$ cat src/hw/ioscf_pkg.sv
// Shared constants and types of the internal oscillator frequency selector.
package ioscf_pkg;
    // Register byte offsets on the Wishbone bus.
    localparam logic [3:0] IOSCF_CTRL_OFS = 4'h0;
    localparam logic [3:0] IOSCF_STAT_OFS = 4'h4;
    // Control register field positions.
    localparam int IOSCF_SYSSEL_POS = 0;
    localparam int IOSCF_FREQ_POS = 3;
    localparam int IOSCF_SPLL_POS = 7;
    // Status register field positions.
    localparam int IOSCF_ST_SRC_POS = 0;
    localparam int IOSCF_ST_CODE_POS = 2;
    localparam int IOSCF_ST_PLL_POS = 6;
    localparam int IOSCF_ST_BUSY_POS = 7;
    localparam int IOSCF_ST_PLLON_POS = 8;
    // Reset values.
    localparam logic [3:0] IOSCF_FREQ_RST = 4'h7;
    localparam logic [1:0] IOSCF_SYSSEL_RST = 2'h0;
    localparam logic IOSCF_SPLL_RST = 1'b0;
    // Codes that matter to the PLL path.
    localparam logic [3:0] IOSCF_FREQ_PLL = 4'hE;
    localparam logic [2:0] IOSCF_CFG_OSCBLK = 3'h4;
    localparam logic [1:0] IOSCF_SYSSEL_CFG = 2'h0;
    // Source ticks to wait when the mux changes oscillator.
    localparam logic [3:0] IOSCF_SETTLE_TICKS = 4'h4;

    typedef enum logic [1:0] {
        IOSCF_SRC_LF,
        IOSCF_SRC_MF,
        IOSCF_SRC_HF,
        IOSCF_SRC_PLL
    } ioscf_src_t;

    typedef struct packed {
        ioscf_src_t src;
        logic [3:0] div_log2;
        logic [3:0] code;
    } ioscf_sel_t;
endpackage

$ cat src/hw/ioscf_top.sv
// Internal oscillator frequency selector with Wishbone control registers.
// What this block does
// - Mux postscaled high, mid, low oscillators.
// - Offer twelve frequencies, 32 MHz via PLL.
// - Reset loads frequency select with 0111.
// - Same-source switches faster than source changes.
// - Code 1110 with PLL gives 32 MHz.
// - PLL enabled by software or configuration.
// - Configuration lock keeps PLL on, ignores software.
// - PLL unused when system clock select 1x.
`timescale 1ns/1ns
module ioscf_top (
    // Clock and reset.
    input wire logic clk_i,
    input wire logic rst_i,
    // Wishbone slave.
    input wire logic wb_cyc_i,
    input wire logic wb_stb_i,
    input wire logic wb_we_i,
    input wire logic [3:0] wb_adr_i,
    input wire logic [3:0] wb_sel_i,
    input wire logic [31:0] wb_dat_i,
    output logic [31:0] wb_dat_o,
    output logic wb_ack_o,
    // Configuration word bits.
    input wire logic [2:0] config_osc_select_i,
    input wire logic config_pll_lock_on_i,
    // Oscillator ticks.
    input wire logic hf_tick_i,
    input wire logic mf_tick_i,
    input wire logic lf_tick_i,
    input wire logic pll_tick_i,
    // Clock outputs.
    output logic sys_clk_o,
    output logic pll_en_o,
    output logic sys_internal_o,
    output logic switch_busy_o
);
    typedef enum logic [1:0] {
        IOSCF_RUN,
        IOSCF_PARK,
        IOSCF_SETTLE
    } ioscf_state_t;

    ioscf_state_t state_q;
    logic [1:0] system_clock_select_q;
    logic [3:0] internal_freq_select_q;
    logic soft_pll_enable_q;
    ioscf_pkg::ioscf_sel_t act_q;
    ioscf_pkg::ioscf_sel_t tgt;
    logic [3:0] settle_q;
    logic pll_on;
    logic pll_apply;
    logic wb_req;
    logic wr_ctrl;
    logic div_clk;
    logic div_run;
    logic div_restart;
    logic act_tick;
    logic tgt_tick;
    logic [31:0] rd_data;

    function automatic logic src_tick(input ioscf_pkg::ioscf_src_t s,
            input logic hf, input logic mf, input logic lf, input logic pl);
        logic t;
        t = 1'b0;
        case (s)
            ioscf_pkg::IOSCF_SRC_LF: t = lf;
            ioscf_pkg::IOSCF_SRC_MF: t = mf;
            ioscf_pkg::IOSCF_SRC_HF: t = hf;
            default: t = pl;
        endcase
        return t;
    endfunction

    assign wb_req = wb_cyc_i && wb_stb_i && !wb_ack_o;
    assign wr_ctrl = wb_req && wb_we_i && wb_sel_i[0]
        && wb_adr_i == ioscf_pkg::IOSCF_CTRL_OFS;

    // Software writes the control fields; reset restores the default code.
    always_ff @(posedge clk_i) begin
        if (rst_i) begin
            internal_freq_select_q <= ioscf_pkg::IOSCF_FREQ_RST;
            system_clock_select_q <= ioscf_pkg::IOSCF_SYSSEL_RST;
            soft_pll_enable_q <= ioscf_pkg::IOSCF_SPLL_RST;
        end else if (wr_ctrl) begin
            internal_freq_select_q <=
                wb_dat_i[ioscf_pkg::IOSCF_FREQ_POS +: 4];
            system_clock_select_q <=
                wb_dat_i[ioscf_pkg::IOSCF_SYSSEL_POS +: 2];
            soft_pll_enable_q <= wb_dat_i[ioscf_pkg::IOSCF_SPLL_POS];
        end
    end

    // The configuration lock overrides the software enable.
    assign pll_on = config_pll_lock_on_i | soft_pll_enable_q;
    // The PLL joins the path only with the full 32 MHz setup in place.
    assign pll_apply = pll_on
        && system_clock_select_q ==
            ioscf_pkg::IOSCF_SYSSEL_CFG
        && config_osc_select_i == ioscf_pkg::IOSCF_CFG_OSCBLK
        && internal_freq_select_q == ioscf_pkg::IOSCF_FREQ_PLL;

    // Code to source and postscaler; some frequencies repeat on two sources.
    always_comb begin
        tgt.code = internal_freq_select_q;
        tgt.src = ioscf_pkg::IOSCF_SRC_HF;
        tgt.div_log2 = 4'h0;
        case (internal_freq_select_q)
            4'h0, 4'h1: tgt.src = ioscf_pkg::IOSCF_SRC_LF;
            4'h2: begin
                tgt.src = ioscf_pkg::IOSCF_SRC_MF;
                tgt.div_log2 = 4'h4;
            end
            4'h3: tgt.div_log2 = 4'h9;
            4'h4: tgt.div_log2 = 4'h8;
            4'h5: tgt.div_log2 = 4'h7;
            4'h6: tgt.div_log2 = 4'h6;
            4'h7: tgt.src = ioscf_pkg::IOSCF_SRC_MF;
            4'h8: begin
                tgt.src = ioscf_pkg::IOSCF_SRC_MF;
                tgt.div_log2 = 4'h2;
            end
            4'h9: begin
                tgt.src = ioscf_pkg::IOSCF_SRC_MF;
                tgt.div_log2 = 4'h1;
            end
            4'hA: begin
                tgt.src = ioscf_pkg::IOSCF_SRC_MF;
                tgt.div_log2 = 4'h3;
            end
            4'hB: tgt.div_log2 = 4'h4;
            4'hC: tgt.div_log2 = 4'h3;
            4'hD: tgt.div_log2 = 4'h2;
            4'hE: tgt.div_log2 = 4'h1;
            default: tgt.div_log2 = 4'h0;
        endcase
        if (pll_apply) begin
            tgt.src = ioscf_pkg::IOSCF_SRC_PLL;
            tgt.div_log2 = 4'h0;
        end
    end

    assign act_tick = src_tick(act_q.src, hf_tick_i, mf_tick_i, lf_tick_i,
        pll_tick_i);
    assign tgt_tick = src_tick(tgt.src, hf_tick_i, mf_tick_i, lf_tick_i,
        pll_tick_i);

    // The divider keeps running while parking until its output is low.
    assign div_run = (state_q == IOSCF_RUN) ||
        (state_q == IOSCF_PARK && div_clk);
    assign div_restart = (state_q == IOSCF_PARK && !div_clk &&
        tgt.src == act_q.src) || (state_q == IOSCF_SETTLE &&
        settle_q == ioscf_pkg::IOSCF_SETTLE_TICKS);

    // Switch sequencer: park low, settle on a new source, then load.
    always_ff @(posedge clk_i) begin
        if (rst_i) begin
            state_q <= IOSCF_RUN;
            act_q.src <= ioscf_pkg::IOSCF_SRC_MF;
            act_q.div_log2 <= 4'h0;
            act_q.code <= ioscf_pkg::IOSCF_FREQ_RST;
        end else begin
            case (state_q)
                IOSCF_RUN: begin
                    if (tgt != act_q) begin
                        state_q <= IOSCF_PARK;
                    end
                end
                IOSCF_PARK: begin
                    if (!div_clk) begin
                        if (tgt.src == act_q.src) begin
                            act_q <= tgt;
                            state_q <= IOSCF_RUN;
                        end else begin
                            state_q <= IOSCF_SETTLE;
                        end
                    end
                end
                IOSCF_SETTLE: begin
                    if (settle_q == ioscf_pkg::IOSCF_SETTLE_TICKS) begin
                        act_q <= tgt;
                        state_q <= IOSCF_RUN;
                    end else if (tgt.src == act_q.src) begin
                        state_q <= IOSCF_PARK;
                    end
                end
                default: state_q <= IOSCF_RUN;
            endcase
        end
    end

    // Counts ticks of the incoming source before it takes over.
    always_ff @(posedge clk_i) begin
        if (rst_i || state_q != IOSCF_SETTLE) begin
            settle_q <= 4'h0;
        end else if (tgt_tick &&
                settle_q != ioscf_pkg::IOSCF_SETTLE_TICKS) begin
            settle_q <= 4'(settle_q + 4'h1);
        end
    end

    ioscf_postdiv #(
        .CNT_W(10)
    ) u_postdiv (
        .clk_i(clk_i),
        .rst_i(rst_i),
        .tick_i(act_tick),
        .run_i(div_run),
        .restart_i(div_restart),
        .div_log2_i(act_q.div_log2),
        .clk_o(div_clk)
    );

    assign sys_clk_o = div_clk;

    // Status flags and the internal-source indication.
    always_ff @(posedge clk_i) begin
        if (rst_i) begin
            pll_en_o <= 1'b0;
            sys_internal_o <= 1'b0;
            switch_busy_o <= 1'b0;
        end else begin
            pll_en_o <= pll_on;
            sys_internal_o <= system_clock_select_q[1] ||
                (system_clock_select_q == ioscf_pkg::IOSCF_SYSSEL_CFG &&
                config_osc_select_i == ioscf_pkg::IOSCF_CFG_OSCBLK);
            switch_busy_o <= state_q != IOSCF_RUN || tgt != act_q;
        end
    end

    always_comb begin
        rd_data = 32'h0;
        if (wb_adr_i == ioscf_pkg::IOSCF_CTRL_OFS) begin
            rd_data[ioscf_pkg::IOSCF_SYSSEL_POS +: 2] = system_clock_select_q;
            rd_data[ioscf_pkg::IOSCF_FREQ_POS +: 4] = internal_freq_select_q;
            rd_data[ioscf_pkg::IOSCF_SPLL_POS] = soft_pll_enable_q;
        end else if (wb_adr_i == ioscf_pkg::IOSCF_STAT_OFS) begin
            rd_data[ioscf_pkg::IOSCF_ST_SRC_POS +: 2] = act_q.src;
            rd_data[ioscf_pkg::IOSCF_ST_CODE_POS +: 4] = act_q.code;
            rd_data[ioscf_pkg::IOSCF_ST_PLL_POS] =
                act_q.src == ioscf_pkg::IOSCF_SRC_PLL;
            rd_data[ioscf_pkg::IOSCF_ST_BUSY_POS] = state_q != IOSCF_RUN;
            rd_data[ioscf_pkg::IOSCF_ST_PLLON_POS] = pll_on;
        end
    end

    // Single-wait-state Wishbone answer.
    always_ff @(posedge clk_i) begin
        if (rst_i) begin
            wb_ack_o <= 1'b0;
            wb_dat_o <= 32'h0;
        end else begin
            wb_ack_o <= wb_req;
            wb_dat_o <= (wb_req && !wb_we_i) ? rd_data : 32'h0;
        end
    end

    a_reset_default: assert property (@(posedge clk_i)
        $fell(rst_i) |-> internal_freq_select_q == 4'h7 &&
        act_q.src == ioscf_pkg::IOSCF_SRC_MF)
        else $error("Frequency select not at default after reset.");

    a_pll_enable_or: assert property (@(posedge clk_i) disable iff (rst_i)
        (config_pll_lock_on_i || soft_pll_enable_q) |=> pll_en_o)
        else $error("PLL not enabled by its sources.");

    a_pll_lock_off: assert property (@(posedge clk_i) disable iff (rst_i)
        (!config_pll_lock_on_i && !soft_pll_enable_q) |=> !pll_en_o)
        else $error("PLL enabled without a source.");

    a_pll_path_gate: assert property (@(posedge clk_i) disable iff (rst_i)
        tgt.src == ioscf_pkg::IOSCF_SRC_PLL |->
        system_clock_select_q == 2'h0 && config_osc_select_i == 3'h4 &&
        internal_freq_select_q == 4'hE)
        else $error("PLL chosen without the full setup.");

    a_switch_low_clk: assert property (@(posedge clk_i) disable iff (rst_i)
        $changed(act_q) |-> !div_clk && $past(!div_clk))
        else $error("Mux changed while clock was high.");

    a_same_src_fast: assert property (@(posedge clk_i) disable iff (rst_i)
        state_q == IOSCF_PARK && !div_clk && tgt.src == act_q.src
        |=> state_q == IOSCF_RUN && act_q == $past(tgt))
        else $error("Same-source switch not immediate.");

    a_settle_ticks: assert property (@(posedge clk_i) disable iff (rst_i)
        $changed(act_q.src) |-> $past(state_q) == IOSCF_SETTLE &&
        $past(settle_q) == ioscf_pkg::IOSCF_SETTLE_TICKS)
        else $error("Source switched before settling.");

    a_lf_decode: assert property (@(posedge clk_i) disable iff (rst_i)
        internal_freq_select_q[3:1] == 3'h0 |->
        tgt.src == ioscf_pkg::IOSCF_SRC_LF && tgt.div_log2 == 4'h0)
        else $error("Low codes not on the low oscillator.");

    a_wb_ack_once: assert property (@(posedge clk_i) disable iff (rst_i)
        wb_req |=> wb_ack_o ##1 !wb_ack_o)
        else $error("Wishbone ack not a single pulse.");
endmodule

$ cat src/hw/ioscf_postdiv.sv
// Postscaler that turns source ticks into a glitch-free clock level.
`timescale 1ns/1ns
module ioscf_postdiv #(
    parameter int CNT_W = 10
) (
    // Clock and reset.
    input wire logic clk_i,
    input wire logic rst_i,
    // Control.
    input wire logic tick_i,
    input wire logic run_i,
    input wire logic restart_i,
    input wire logic [3:0] div_log2_i,
    // Divided clock.
    output logic clk_o
);
    logic [CNT_W-1:0] cnt_q;
    logic [CNT_W-1:0] limit;

    assign limit = CNT_W'((CNT_W'(1) << div_log2_i) - CNT_W'(1));

    // The counter restarts only while the output is parked low.
    always_ff @(posedge clk_i) begin
        if (rst_i || restart_i) begin
            cnt_q <= '0;
        end else if (run_i && tick_i) begin
            cnt_q <= (cnt_q >= limit) ? '0 : CNT_W'(cnt_q + CNT_W'(1));
        end
    end

    always_ff @(posedge clk_i) begin
        if (rst_i) begin
            clk_o <= 1'b0;
        end else if (run_i && tick_i && cnt_q >= limit) begin
            clk_o <= ~clk_o;
        end
    end
endmodule

$ cat config.mk
export PLATFORM = sky130hd
export DESIGN_NAME = ioscf_top
export DESIGN_NICKNAME = d
export VERILOG_FILES = /design/src/hw/ioscf_pkg.sv /design/src/hw/ioscf_top.sv /design/src/hw/ioscf_postdiv.sv
export SDC_FILE = /design/constraint.sdc
export NUM_CORES = 1
export LEC_CHECK = 0
export BUFFER_PORTS_ARGS = -buffer_cell sky130_fd_sc_hd__buf_2
export CAP_MARGIN = 20
export CORE_ASPECT_RATIO = 1.75
export CORE_MARGIN = 2
export CORE_UTILIZATION = 47
export DETAILED_ROUTE_END_ITERATION = 16
export PLACE_DENSITY = 0.79
export SETUP_SLACK_MARGIN = 0.2
export SYNTH_ARGS = -nofsm -noshare
export SYNTH_HDL_FRONTEND = slang
export SYNTH_SLANG_ARGS = --single-unit
$ cat constraint.sdc
create_clock -name clk_i -period 3.75 [get_ports clk_i]
set_input_delay 0.75 -clock clk_i [delete_from_list [all_inputs] [get_ports clk_i]]
set_output_delay 0.75 -clock clk_i [all_outputs]
set_load 0.05 [all_outputs]
==> flow_summary.json <==
{
  "viasPerCell": 5.32,
  "first_pass_iters": 4,
  "grt_usage": 0.186,
  "vias": 2409,
  "grt_pass1_vias": 2368,
  "synth.yosys.seq_area_share": 0.322,
  "drtAntennaViolNets": 0,
  "p_int_mw": 0.673,
  "cp_slowest_cell": "dfxtp_1",
  "drv_cap": 0,
  "end_kind": "flop",
  "synth_top_area_share": 0.322,
  "cts_buffers": 5,
  "crit_path_max_incr_delay_ns": 0.40,
  "synth_fa_ha_area_frac": 0.0600,
  "ys_ff_latch": 47,
  "drt_iter0_drc": 107,
  "synthMuxAreaShare": 0.0695,
  "final_cell_mix": "47 x dfxtp_1, 42 x nor2_1, 38 x buf_2, 23 x conb_1, 19 x nor3_1",
  "die_area_sq_mm": 0.00688,
  "synthArstFlopShare": 0,
  "synth_edf_count": 0,
  "grt_max_degree": 34,
  "cts_htree_levels": 2,
  "drv_slew": 0,
  "cts_hold_buf": 0,
  "pwr-share-clk": 0.318,
  "crit_chain": "or2_2 > or3_1 > ha_1 > nor3_1 > a21o_1 > a32oi_1 > ha_1 > nor4_1 > nand2_1 > a21oi_1 > o21bai_1 > buf_4 > nor3_1",
  "synthSimpleGateAreaFrac": 0.252,
  "postCtsSetupBuffers": 0,
  "die_y_um": 108,
  "start_util": 0.479,
  "pwr-share-comb": 0.153,
  "root_buffer": "clkbuf_8",
  "outcome": "complete, no violations",
  "synth_top_family_by_area": "simple AND/OR/NAND/NOR gates",
  "grt_setup_unrepaired": "false",
  "fin_skew_ns": 0.00614,
  "cts.clk_slew.worst_paths_ns": 0.09,
  "finalHoldViolations": 0,
  "critPathLaunchType": "flop",
  "yosys_warnings": 0,
  "worst_skew_pair.late_latency_ns": 0.31,
  "syn_inst": 343,
  "switchingPower_mw": 0.295,
  "setup_ws_ns": 0.756,
  "drcViolationCount": 0,
  "fp.coreArea_sq_mm": 0.00609,
  "wl_mm": 5.95,
  "areaGrowthSynthToFinish_pct": 7.85,
  "diodes": 0,
  "io_buffers": 38,
  "peakVddDrop_uv": 143,
  "placed_cell_area_sq_mm": 0.00306,
  "fin_area_sq_mm": 0.00315,
  "timing.fmax_mhz": 334,
  "period_minus_slack_ns": 2.99,
  "mostFrequentLayoutCell": "dfxtp_1",
  "ys.flop_type": "dfxtp_1",
  "final-setup-viol-count": 0,
  "critPathMaxFanout": 10,
  "post_route_cells_drive_above_1_share": 0.180,
  "hpwl_mm": 4.44,
  "ctsResizeCount": 0,
  "wl_per_cell_um": 13.1,
  "nets": 439,
  "syn_area_sq_mm": 0.00292,
  "synth_compound_area_frac": 0.135,
  "numClockSinks": 47,
  "worst_hold_path_type": "reg2reg",
  "dp_slack_ns": 0.574,
  "swShare": 0.305,
  "syn_area_per_cell_sq_um": 8.51,
  "fin_crit_sh": 0.798,
  "synthTopCellsByArea": "dfxtp_1 32%, buf_4 6.4%, mux2i_1 6.2%",
  "die-width_um": 63.6,
  "synth_area_leader_cell": "dfxtp_1",
  "grt-ovfl-total": 0,
  "crit_type": "reg2reg",
  "grt_pass1_wl_mm": 10.3,
  "power_frac_seq": 0.529,
  "p_leak_nw": 1.25,
  "relSlewSlack": 0.474,
  "io_pins": 90,
  "antenna_found_initial": 0,
  "fin_setup_tns_ns": 0,
  "fp-row-count": 38,
  "power.density_mw_per_mm2": 307,
  "gp_congestion": 0.769,
  "synthXorXnorAreaFrac": 0.0540,
  "worst_pin_slew_ns": 0.788,
  "required_ns": 3.99,
  "yosysUniqueCellTypes": 55,
  "cts_buffer_depth": 2,
  "arrival_ns": 3.23,
  "cts_tree": "done"
}
[registers in the layout (all words and copies together), names as in the netlist]
register                count
act_q                      10
internal_freq_select_q      4
pll_en_o                    1
settle_q                    4
soft_pll_enable_q           1
state_q                     2
switch_busy_o               1
sys_internal_o              1
system_clock_select_q       2
u_postdiv.clk_o             1
u_postdiv.cnt_q            10
wb_ack_o                    1
wb_dat_o                    9
[layer usage]
metal	wire length, um	up-vias	GRT usage
li1	-	1215	-
met1	2330	1155	0.186
met2	3310	30	0.360
met3	165	9	0.0323
met4	143	0	0.0947
met5	0	-	0
[layout make-up]
| class | instances | area [sq um] |
|---|---|---|
| inverters | 10 | 37.5 |
| repair buffers | 43 | 228 |
| well taps | 80 | 100 |
| flip-flops and latches | 47 | 941 |
| multi-input cells | 265 | 1750 |
| clock inverters | 3 | 20.0 |
| clock buffers | 5 | 68.8 |
| fillers | 614 | 2940 |
[path summary, 6_finish.rpt]
| kind | start | endpoint | slack, ns | depth (start not counted) |
|---|---|---|---|---|
| worst max-delay path | act_q[5] | u_postdiv.cnt_q[4] | 0.76 | 13 |
| worst min-delay path | internal_freq_select_q[3] | wb_dat_o[6] | 0.49 | 2 |
| worst max register to register | act_q[5] | u_postdiv.cnt_q[4] | 0.76 | 13 |
| worst min register to register | internal_freq_select_q[3] | wb_dat_o[6] | 0.49 | 2 |
[logic make-up (layout without fill, tap and decap cells)]
family                     count (synthesis)  count (layout)
buffers and inverters                     53              61
and+or+nand+nor                          135             135
AOI/OAI and AO/OA                         56              56
muxes                                     19              19
xor gates and xnor gates                  18              18
DFF                                       47              47
other                                      1              23
adders and majority gates                 14              14
[through the flow]
| stage | total power [mW] | hold WS [ns] | util | std cells |
|---|---|---|---|---|
| 2_1_floorplan | 0.661 | 0.462 | - | 365 |
| 4_1_cts | 0.977 | 0.497 | 0.517 | 453 |
| 3_3_place_gp | 0.669 | 0.478 | 0.502 | 445 |
| 3_5_place_dp | 0.672 | 0.484 | 0.502 | 445 |
| 5_1_grt | 1.01 | 0.543 | 0.517 | 453 |
| 6_report | 0.968 | 0.495 | 0.517 | 453 |
[power by group through the flow]
stage               combinational [mW]  clock [mW]  sequential, mW
floorplan                        0.125           0           0.536
global placement                 0.146           0           0.523
detailed placement               0.148           0           0.524
CTS                              0.148       0.317           0.512
global route                     0.159       0.336           0.513
finish                           0.148       0.307           0.512
[Yosys cell counts, drive strengths merged, types with 2 or more instances]
cell    instances
o211ai          2
nor4            4
nand4           3
a31oi           2
nand3           8
a21oi          15
nor3           20
clkbuf         14
xor2            6
nand2b          6
nand3b          5
nor3b           5
o21a            3
mux2i          18
or3b            3
xnor2          12
o31ai           4
dfxtp          47
a21o            3
or3             7
buf            29
a211o           4
o21ai          12
ha             14
inv            10
nor2           42
nand2          13
and3            3
a32oi           2
or4             2
nor2b           7
a211oi          3
[critical path: cells and delay by family, from the launching register on]
kind            cells  cell delay [ns]
compound gates      4             0.53
fa+ha+maj           2             0.46
buf+inv             1             0.18
flops               1             0.40
simple gates        6             1.37
Note: power is estimated with default switching activity, not from simulation.
